$ cat src/pkg/trc_cfg.svh
// constants of the thermometer and calendar clock serial command interpreter
`ifndef TRC_CFG_SVH
`define TRC_CFG_SVH

// device address bytes, write and read
`define TRC_ADDR_WR 8'h9E
`define TRC_ADDR_RD 8'h9F

// command codes
`define TRC_CMD_CFG 8'hAC
`define TRC_CMD_CLK 8'hC0
`define TRC_CMD_TH 8'hA1
`define TRC_CMD_TEMP 8'hAA

// clock register pointers
`define TRC_PTR_SEC 3'h0
`define TRC_PTR_MIN 3'h1
`define TRC_PTR_HOUR 3'h2
`define TRC_PTR_YEAR 3'h6

// fields
`define TRC_SEC_HALT_BIT 7
`define TRC_HOUR_12_BIT 6

// bit counter marks: eight data bits, then the acknowledge slot
`define TRC_BIT_ACK 4'h8
`define TRC_BIT_END 4'h9

// byte index within one command
`define TRC_IDX_MAX 2'h3

// reset values, and the byte read back for commands with no read data
`define TRC_SEC_RESET 8'h80
`define TRC_CLK_RESET 8'h00
`define TRC_CFG_RESET 8'h00
`define TRC_TH_RESET 16'h0000
`define TRC_IDLE_BYTE 8'hFF

`endif

$ cat src/pkg/trc_pkg.sv
// types of the thermometer and calendar clock serial command interpreter
package trc_pkg;

   typedef enum logic [2:0] {
      TRC_IDLE   = 3'b000,
      TRC_ADDR   = 3'b001,
      TRC_CMD    = 3'b010,
      TRC_RX     = 3'b011,
      TRC_TX     = 3'b100,
      TRC_IGNORE = 3'b101
   } trc_state_type;

endpackage

$ cat src/design/trc_cmd_core.sv
// serial slave command interpreter of the thermometer and calendar clock
`timescale 1ns/1ps
`include "trc_cfg.svh"
module trc_cmd_core (
   // clock and reset
   input wire logic i_clk,
   input wire logic i_nrst,
   // serial pins
   input wire logic i_scl,
   input wire logic i_sda,
   output logic o_sda_out,
   output logic o_sda_oe,
   // device state read back
   input wire logic [7:0] i_status_flags,
   input wire logic [7:0] i_temp_msb,
   input wire logic [7:0] i_temp_lsb,
   // settings written by the master
   output logic [7:0] o_config,
   output logic [15:0] o_high_temp_threshold,
   output logic o_clock_run,
   output logic o_hour_12_mode
);

   logic rise;
   logic fall;
   logic start;
   logic stop;
   logic sda;

   trc_pkg::trc_state_type state_q;
   trc_pkg::trc_state_type state_d;
   logic [3:0] cnt_q;
   logic [7:0] shift_q;
   logic [7:0] tx_q;
   logic [7:0] cmd_q;
   logic [1:0] idx_q;
   logic [2:0] ptr_q;
   logic oe_q;
   logic oe_d;
   logic out_q;
   logic [7:0] clk_q [0:6];
   logic [7:0] config_q;
   logic [15:0] th_q;
   logic run_q;
   logic hour12_q;

   function automatic logic [2:0] ptr_next(input logic [2:0] p);
      ptr_next = (p == `TRC_PTR_YEAR) ? `TRC_PTR_SEC : p + 3'h1;
   endfunction

   function automatic logic [2:0] ptr_clip(input logic [7:0] b);
      ptr_clip = (b > {5'h00, `TRC_PTR_YEAR}) ? `TRC_PTR_SEC : b[2:0];
   endfunction

   function automatic logic [1:0] idx_next(input logic [1:0] i);
      idx_next = (i == `TRC_IDX_MAX) ? i : i + 2'h1;
   endfunction

   trc_line_sync u_sync (
      .i_clk(i_clk),
      .i_nrst(i_nrst),
      .i_scl(i_scl),
      .i_sda(i_sda),
      .o_scl_rise(rise),
      .o_scl_fall(fall),
      .o_start(start),
      .o_stop(stop),
      .o_sda(sda)
   );

   wire at_ack = cnt_q == `TRC_BIT_ACK;
   wire at_end = cnt_q == `TRC_BIT_END;
   wire byte_done = fall && at_ack;
   wire ack_done = fall && at_end;
   wire addr_hit = (shift_q == `TRC_ADDR_WR) || (shift_q == `TRC_ADDR_RD);
   wire in_rx = (state_q == trc_pkg::TRC_CMD) || (state_q == trc_pkg::TRC_RX);
   wire in_tx = state_q == trc_pkg::TRC_TX;
   wire is_cfg = cmd_q == `TRC_CMD_CFG;
   wire is_clk = cmd_q == `TRC_CMD_CLK;
   wire is_th = cmd_q == `TRC_CMD_TH;
   wire is_temp = cmd_q == `TRC_CMD_TEMP;
   wire rx_data = byte_done && (state_q == trc_pkg::TRC_RX);
   wire ptr_wr = rx_data && is_clk && (idx_q == 2'h0);
   wire clk_wr = rx_data && is_clk && (idx_q != 2'h0);
   wire tx_load = ack_done && in_tx;
   wire tx_bit = fall && in_tx && (cnt_q != 4'h0) && (cnt_q < `TRC_BIT_ACK);
   wire master_nack = rise && at_ack && in_tx && sda;

   wire [7:0] cfg_byte = (idx_q == 2'h0) ? config_q : i_status_flags;
   wire [7:0] th_byte = (idx_q == 2'h0) ? th_q[15:8] : th_q[7:0];
   wire [7:0] temp_byte = (idx_q == 2'h0) ? i_temp_msb : i_temp_lsb;
   wire [7:0] tx_byte = is_cfg ? cfg_byte :
                        is_clk ? clk_q[ptr_q] :
                        is_th ? th_byte :
                        is_temp ? temp_byte : `TRC_IDLE_BYTE;

   always_comb begin
      state_d = state_q;
      if (start) begin
         state_d = trc_pkg::TRC_ADDR;
      end else if (stop) begin
         state_d = trc_pkg::TRC_IDLE;
      end else if (master_nack) begin
         state_d = trc_pkg::TRC_IGNORE;
      end else if (byte_done && (state_q == trc_pkg::TRC_ADDR)) begin
         if (!addr_hit) begin
            state_d = trc_pkg::TRC_IGNORE;
         end else if (shift_q[0]) begin
            state_d = trc_pkg::TRC_TX;
         end else begin
            state_d = trc_pkg::TRC_CMD;
         end
      end else if (byte_done && (state_q == trc_pkg::TRC_CMD)) begin
         state_d = trc_pkg::TRC_RX;
      end
   end

   always_comb begin
      oe_d = oe_q;
      if (start || stop || (state_q == trc_pkg::TRC_IGNORE)) begin
         oe_d = 1'b0;
      end else if (byte_done) begin
         oe_d = (state_q == trc_pkg::TRC_ADDR) ? addr_hit : in_rx;
      end else if (ack_done) begin
         oe_d = in_tx ? !tx_byte[7] : 1'b0;
      end else if (tx_bit) begin
         oe_d = !tx_q[7];
      end
   end

   always_ff @(posedge i_clk or negedge i_nrst) begin
      if (!i_nrst) begin
         state_q <= trc_pkg::TRC_IDLE;
         oe_q <= 1'b0;
         out_q <= 1'b0;
      end else begin
         state_q <= state_d;
         oe_q <= oe_d;
         out_q <= 1'b0;
      end
   end

   // counts data bits on rising clock, the ack slot as the ninth
   always_ff @(posedge i_clk or negedge i_nrst) begin
      if (!i_nrst) begin
         cnt_q <= 4'h0;
      end else if (start || stop || ack_done) begin
         cnt_q <= 4'h0;
      end else if (rise && !at_end) begin
         cnt_q <= cnt_q + 4'h1;
      end
   end

   always_ff @(posedge i_clk or negedge i_nrst) begin
      if (!i_nrst) begin
         shift_q <= 8'h00;
      end else if (rise && (cnt_q < `TRC_BIT_ACK)) begin
         shift_q <= {shift_q[6:0], sda};
      end
   end

   always_ff @(posedge i_clk or negedge i_nrst) begin
      if (!i_nrst) begin
         tx_q <= 8'h00;
      end else if (tx_load) begin
         tx_q <= {tx_byte[6:0], 1'b0};
      end else if (tx_bit) begin
         tx_q <= {tx_q[6:0], 1'b0};
      end
   end

   always_ff @(posedge i_clk or negedge i_nrst) begin
      if (!i_nrst) begin
         cmd_q <= 8'h00;
      end else if (byte_done && (state_q == trc_pkg::TRC_CMD)) begin
         cmd_q <= shift_q;
      end
   end

   // index of the data byte within the command, saturating
   always_ff @(posedge i_clk or negedge i_nrst) begin
      if (!i_nrst) begin
         idx_q <= 2'h0;
      end else if (start || (byte_done && (state_q == trc_pkg::TRC_CMD))) begin
         idx_q <= 2'h0;
      end else if (rx_data || tx_load) begin
         idx_q <= idx_next(idx_q);
      end
   end

   // pointer survives a repeated start so a read can follow its set-up
   always_ff @(posedge i_clk or negedge i_nrst) begin
      if (!i_nrst) begin
         ptr_q <= `TRC_PTR_SEC;
      end else if (ptr_wr) begin
         ptr_q <= ptr_clip(shift_q);
      end else if (clk_wr || (tx_load && is_clk)) begin
         ptr_q <= ptr_next(ptr_q);
      end
   end

   always_ff @(posedge i_clk or negedge i_nrst) begin
      if (!i_nrst) begin
         clk_q[0] <= `TRC_SEC_RESET;
         for (int i = 1; i < 7; i++) begin
            clk_q[i] <= `TRC_CLK_RESET;
         end
      end else if (clk_wr) begin
         clk_q[ptr_q] <= shift_q;
      end
   end

   always_ff @(posedge i_clk or negedge i_nrst) begin
      if (!i_nrst) begin
         run_q <= 1'b0;
         hour12_q <= 1'b0;
      end else if (clk_wr && (ptr_q == `TRC_PTR_SEC)) begin
         run_q <= !shift_q[`TRC_SEC_HALT_BIT];
      end else if (clk_wr && (ptr_q == `TRC_PTR_HOUR)) begin
         hour12_q <= shift_q[`TRC_HOUR_12_BIT];
      end
   end

   // later bytes of a configuration write are acked and dropped
   always_ff @(posedge i_clk or negedge i_nrst) begin
      if (!i_nrst) begin
         config_q <= `TRC_CFG_RESET;
      end else if (rx_data && is_cfg && (idx_q == 2'h0)) begin
         config_q <= shift_q;
      end
   end

   always_ff @(posedge i_clk or negedge i_nrst) begin
      if (!i_nrst) begin
         th_q <= `TRC_TH_RESET;
      end else if (rx_data && is_th && (idx_q == 2'h0)) begin
         th_q[15:8] <= shift_q;
      end else if (rx_data && is_th && (idx_q == 2'h1)) begin
         th_q[7:0] <= shift_q;
      end
   end

   // open drain: the line is only ever pulled low
   assign o_sda_out = out_q;
   assign o_sda_oe = oe_q;
   assign o_config = config_q;
   assign o_high_temp_threshold = th_q;
   assign o_clock_run = run_q;
   assign o_hour_12_mode = hour12_q;
endmodule

$ cat src/design/trc_line_sync.sv
// synchroniser and start, stop and edge detector for the two serial lines
`timescale 1ns/1ps
module trc_line_sync (
   // clock and reset
   input wire logic i_clk,
   input wire logic i_nrst,
   // raw pins
   input wire logic i_scl,
   input wire logic i_sda,
   // line events
   output logic o_scl_rise,
   output logic o_scl_fall,
   output logic o_start,
   output logic o_stop,
   output logic o_sda
);

   logic scl_m_q;
   logic scl_s_q;
   logic scl_p_q;
   logic sda_m_q;
   logic sda_s_q;
   logic sda_p_q;

   // idle lines are high, so reset to high to avoid a false start
   always_ff @(posedge i_clk or negedge i_nrst) begin
      if (!i_nrst) begin
         scl_m_q <= 1'b1;
         scl_s_q <= 1'b1;
         scl_p_q <= 1'b1;
         sda_m_q <= 1'b1;
         sda_s_q <= 1'b1;
         sda_p_q <= 1'b1;
      end else begin
         scl_m_q <= i_scl;
         scl_s_q <= scl_m_q;
         scl_p_q <= scl_s_q;
         sda_m_q <= i_sda;
         sda_s_q <= sda_m_q;
         sda_p_q <= sda_s_q;
      end
   end

   assign o_scl_rise = scl_s_q && !scl_p_q;
   assign o_scl_fall = !scl_s_q && scl_p_q;
   // data moving while the clock stays high marks a frame boundary
   assign o_start = scl_s_q && scl_p_q && sda_p_q && !sda_s_q;
   assign o_stop = scl_s_q && scl_p_q && !sda_p_q && sda_s_q;
   assign o_sda = sda_s_q;

endmodule

$ cat config.mk
export PLATFORM = sky130hd
export DESIGN_NAME = trc_cmd_core
export DESIGN_NICKNAME = d
export VERILOG_FILES = /design/src/pkg/trc_pkg.sv /design/src/design/trc_cmd_core.sv /design/src/design/trc_line_sync.sv
export VERILOG_INCLUDE_DIRS = /design/src /design/src/pkg
export SDC_FILE = /design/constraint.sdc
export NUM_CORES = 1
export LEC_CHECK = 0
export BUFFER_PORTS_ARGS = -buffer_cell sky130_fd_sc_hd__buf_2
export CAP_MARGIN = 10
export CORE_ASPECT_RATIO = 2
export CORE_MARGIN = 5
export CORE_UTILIZATION = 59
export CTS_CLUSTER_SIZE = 25
export DETAILED_ROUTE_END_ITERATION = 12
export HOLD_SLACK_MARGIN = 0.08
export PLACE_DENSITY = 0.81
export SETUP_SLACK_MARGIN = 0.3
export SYNTH_ARGS = -nofsm -noshare
export SYNTH_HDL_FRONTEND = slang
export SYNTH_SLANG_ARGS = --single-unit
export TNS_END_PERCENT = 5
$ cat constraint.sdc
create_clock -name i_clk -period 2.3 [get_ports i_clk]
set_input_delay 0.345 -clock i_clk [delete_from_list [all_inputs] [get_ports i_clk]]
set_output_delay 0.345 -clock i_clk [all_outputs]
set_load 0.02 [all_outputs]
==> reports/qor.json <==
{
  "postSynthNetCount": {"value": 516},
  "yosysUniqueCellTypes": {"value": 73},
  "power.static_leakage": {"value": 3.805, "unit": "nW"},
  "fillers": {"value": 670},
  "io_pins": {"value": 56},
  "f_max": {"value": 479.9, "unit": "MHz"},
  "tritoncts_num_sinks": {"value": 124},
  "synth_largest_type_area_fraction": {"value": 46.36, "unit": "%"},
  "floorplan.rows": {"value": 53},
  "cts-buffers-inserted": {"value": 17},
  "regArea": {"value": 3114, "unit": "sq um"},
  "fp.dieArea": {"value": 13000, "unit": "sq um"},
  "min_delay_worst_endpoint": {"value": "u_sync.scl_s_q"},
  "end_kind": {"value": "register"},
  "post_detailed_route_count_of_antenna_violating_nets": {"value": 0},
  "proportion_of_register_bits_with_asynchronous_set_or_reset_after_synthesis": {"value": 100.0, "unit": "%"},
  "tritoncts": {"value": "done"},
  "ys_top_cells_by_count": {"value": "117 x sky130_fd_sc_hd__dfrtp_1, 95 x sky130_fd_sc_hd__mux2_2, 26 x sky130_fd_sc_hd__mux2i_1, 25 x sky130_fd_sc_hd__nor2_1"},
  "dp_hpwl": {"value": 11140, "unit": "microns"},
  "fp.dieH": {"value": 156.3, "unit": "microns"},
  "synth_most_common_cell": {"value": "sky130_fd_sc_hd__dfrtp_1"},
  "synth_area_leaders": {"value": "sky130_fd_sc_hd__dfrtp_1 46%, sky130_fd_sc_hd__mux2_2 17%, sky130_fd_sc_hd__mux2i_1 4.1%"},
  "unrepaired_setup_endpoints_after_global_routing": {"value": "yes"},
  "multi_input_comb_area": {"value": 3103, "unit": "sq um"},
  "dp.cells": {"value": 675},
  "detail_route.wirelength": {"value": 17000, "unit": "microns"},
  "layout.nets": {"value": 607},
  "port-buffer-count": {"value": 54},
  "initial_utilization": {"value": 60.27, "unit": "%"},
  "synth_enable_flop_cells": {"value": 0},
  "die-width": {"value": 83.16, "unit": "microns"},
  "grt-ovfl-total": {"value": 0},
  "critical_path.max_fanout": {"value": 17},
  "timing.clock.skew": {"value": 9.389, "unit": "ps"},
  "clkSlewWorstSetupHoldPaths": {"value": 60, "unit": "ps"},
  "gp_congestion": {"value": 0.9459},
  "detail_route.wl_per_cell": {"value": 23.52, "unit": "microns"},
  "worst_r2r_startpoint": {"value": "idx_q[1]"},
  "grt_max_degree": {"value": 63},
  "insertion_delay": {"value": 420, "unit": "ps"},
  "grt_pass1_wl": {"value": 26820, "unit": "microns"},
  "placeableCoreArea": {"value": 10480, "unit": "sq um"},
  "drv.max_cap_violation_count": {"value": 0},
  "antennaDiodeCount": {"value": 0},
  "min_period_over_period": {"value": 90.60, "unit": "%"},
  "outcome": {"value": "finished clean"},
  "tightest_slew": {"value": 542.4, "unit": "ps"},
  "post_synth_instance_area": {"value": 6315, "unit": "sq um"},
  "post-synth-top-area-cell": {"value": "sky130_fd_sc_hd__dfrtp_1"},
  "timing.critical_path.arrival": {"value": 2360, "unit": "ps"},
  "min_delay_path_depth": {"value": 0},
  "timing_worst_setup_path_type": {"value": "register to register"},
  "r2r_cells": {"value": 8},
  "min_period": {"value": 2084, "unit": "ps"},
  "worst_r2r_endpoint": {"value": "tx_q[1]"},
  "synth_area_per_cell": {"value": 13.10, "unit": "sq um"},
  "layoutNonFillerInstCount": {"value": 723},
  "cells_after_synthesis": {"value": 482},
  "max-vdd-ir-drop": {"value": 0.5888, "unit": "mV"},
  "synth_sequential_area_ratio": {"value": 49.28, "unit": "%"},
  "drc": {"value": 0},
  "post_route_cells_drive_above_1_share": {"value": 49.66, "unit": "%"},
  "hold_path.class": {"value": "register to register"},
  "setup.worst_path.start_class": {"value": "register"},
  "total_power_divided_by_cell_area": {"value": 760.9, "unit": "nW/um^2"},
  "final_hold_viol_count": {"value": 0},
  "timing_max_transition_violations_final": {"value": 0},
  "firstDrtPassIters": {"value": 6},
  "synth.yosys.warnings": {"value": 0},
  "hold_path_startpoint": {"value": "u_sync.scl_m_q"},
  "fin_tns_setup": {"value": 0, "unit": "ps"},
  "ys_ff_latch": {"value": 124},
  "grt_antenna_before_repair": {"value": 0},
  "r2r_setup_slack": {"value": 220, "unit": "ps"},
  "synth_ff_type": {"value": "sky130_fd_sc_hd__dfrtp_1"},
  "post-layout-total-power": {"value": 5.836, "unit": "mW"},
  "cts-htree-levels": {"value": 4},
  "critPathRequiredTime": {"value": 2570, "unit": "ps"},
  "cts-root-to-sink-buffers": {"value": 2},
  "clk_root_buffer_cell": {"value": "sky130_fd_sc_hd__clkbuf_16"},
  "num_vias": {"value": 4572},
  "grt_use_total": {"value": 26.85, "unit": "%"},
  "finalSetupViolations": {"value": 0},
  "max-slew-margin-rel": {"value": 63.46, "unit": "%"},
  "drt_iter0_drc": {"value": 340},
  "first_global_vias": {"value": 4935},
  "finalHoldWorstSlack": {"value": 354.1, "unit": "ps"},
  "area_delta_synth_final": {"value": 21.46, "unit": "%"},
  "drt-vias-per-instance": {"value": 6.324}
}
==> final cells by class <==
type                    instances  share of cell area, %
flip-flops and latches        124                  40.60
multi-input cells             323                  40.46
repair buffers                100                  8.744
clock buffers                  19                  5.775
well taps                     137                  2.235
clock inverters                13                  1.843
inverters                       7                 0.3426
==> state kept, by name (all words and copies together) (netlist names), 2 cells and up <==
signal and cells:
clk_q 56, idx_q 2, cmd_q 8, shift_q 8, o_high_temp_threshold 16, cnt_q 4
state_q 3, tx_q 7, o_config 8, ptr_q 3
==> what timing repair did <==
action / CTS / global route
pin swaps: 5 / 2
resized for setup: 14 / 8
endpoints found under the hold margin: 28 / 0
hold buffers: 3 / 0
setup endpoints to repair: 104 / 94
buffers inserted: 6 / 7
==> how the worst max path moves through the flow <==
| stage | cells after the start | slack, ps | endpoint | from |
|---|---|---|---|---|
| 2_1_floorplan | 8 | 320 | clk_q[10] | cnt_q[0] |
| 3_3_place_gp | 8 | 150 | tx_q[1] | idx_q[0] |
| 3_5_place_dp | 7 | 80 | clk_q[30] | cnt_q[0] |
| 4_1_cts | 6 | 210 | clk_q[12] | cmd_q[1] |
| 5_1_grt | 7 | 170 | tx_q[6] | idx_q[1] |
| 6_report | 8 | 220 | tx_q[1] | idx_q[1] |
==> cells by family (layout without fill, tap and decap cells) <==
kind of cell | count (synthesis) | after routing | share of synthesized area [%]
muxes | 145 | 145 | 27.72
DFF | 124 | 124 | 49.28
and+or+nand+nor | 103 | 103 | 11.41
AOI/OAI and AO/OA | 63 | 63 | 6.915
buffers and inverters | 35 | 139 | 2.734
adders and majority gates | 6 | 6 | 1.189
xor gates and xnor gates | 5 | 5 | 0.6936
other | 1 | 1 | 0.05938
==> metal layers <==
| metal | vias up | GRT usage (%) | part of all wire (%) | routed length [microns] |
|---|---|---|---|---|
| met3 | 97 | 6.112 | 5.9 | 1006 |
| met2 | 223 | 49.27 | 54 | 9214 |
| li1 | 1960 | - | - | - |
| met5 | - | 0 | 0 | 0 |
| met1 | 2292 | 27.37 | 34 | 5698 |
| met4 | 0 | 16.29 | 6.4 | 1084 |
==> metrics by stage <==
step | setup WS, ps | utilization (%) | instance area (sq um)
after CTS | 205.9 | 72.38 | 7584
after global routing | 170.3 | 73.20 | 7670
after floorplan | 323.2 | - | 6315
final | 216.1 | 73.20 | 7670
after global placement | 148.9 | 65.50 | 6863
after detailed placement | 81.85 | 65.50 | 6863
==> cell usage in the layout (no fill, tap or decap), types with 3 or more instances in the layout <==
| cell type | count |
|---|---|
| sky130_fd_sc_hd__nand3_4 | 3 |
| sky130_fd_sc_hd__inv_1 | 5 |
| sky130_fd_sc_hd__mux2i_1 | 25 |
| sky130_fd_sc_hd__buf_2 | 53 |
| sky130_fd_sc_hd__dfstp_2 | 7 |
| sky130_fd_sc_hd__nor2_1 | 24 |
| sky130_fd_sc_hd__xnor2_1 | 3 |
| sky130_fd_sc_hd__nand4_1 | 4 |
| sky130_fd_sc_hd__o2bb2ai_1 | 4 |
| sky130_fd_sc_hd__and2b_1 | 4 |
| sky130_fd_sc_hd__o22ai_1 | 5 |
| sky130_fd_sc_hd__buf_4 | 39 |
| sky130_fd_sc_hd__mux2_2 | 95 |
| sky130_fd_sc_hd__nor3_2 | 3 |
| sky130_fd_sc_hd__o21ai_0 | 15 |
| sky130_fd_sc_hd__a22oi_1 | 3 |
| sky130_fd_sc_hd__clkinv_2 | 3 |
| sky130_fd_sc_hd__nand2_1 | 9 |
| sky130_fd_sc_hd__a21oi_1 | 8 |
| sky130_fd_sc_hd__clkbuf_16 | 17 |
| sky130_fd_sc_hd__inv_6 | 3 |
| sky130_fd_sc_hd__mux2_4 | 16 |
| sky130_fd_sc_hd__dlygate4sd3_1 | 3 |
| sky130_fd_sc_hd__clkinvlp_4 | 3 |
| sky130_fd_sc_hd__mux4_2 | 8 |
| sky130_fd_sc_hd__a2bb2oi_1 | 3 |
| sky130_fd_sc_hd__nand3_1 | 8 |
| sky130_fd_sc_hd__a211oi_1 | 7 |
| sky130_fd_sc_hd__nor4_1 | 3 |
| sky130_fd_sc_hd__buf_12 | 3 |
| sky130_fd_sc_hd__ha_1 | 4 |
| sky130_fd_sc_hd__dfrtp_1 | 115 |
| sky130_fd_sc_hd__nor2b_1 | 6 |
==> worst max-delay path: stages, from the launching register on <==
cell,delay [ps]
sky130_fd_sc_hd__dfrtp_1,410
sky130_fd_sc_hd__inv_1,110
sky130_fd_sc_hd__ha_2,290
sky130_fd_sc_hd__buf_6,240
sky130_fd_sc_hd__mux2i_2,340
sky130_fd_sc_hd__a22o_1,190
sky130_fd_sc_hd__nand4b_1,140
sky130_fd_sc_hd__o221ai_1,100
sky130_fd_sc_hd__o21ai_0,120
==> power breakdown <==
part	switching (mW)	internal (mW)	total, mW
registers	0.125	2.28	2.41
clock network	1.01	1.63	2.64
logic	0.514	0.275	0.790
Power figures use the tool's default switching activity.
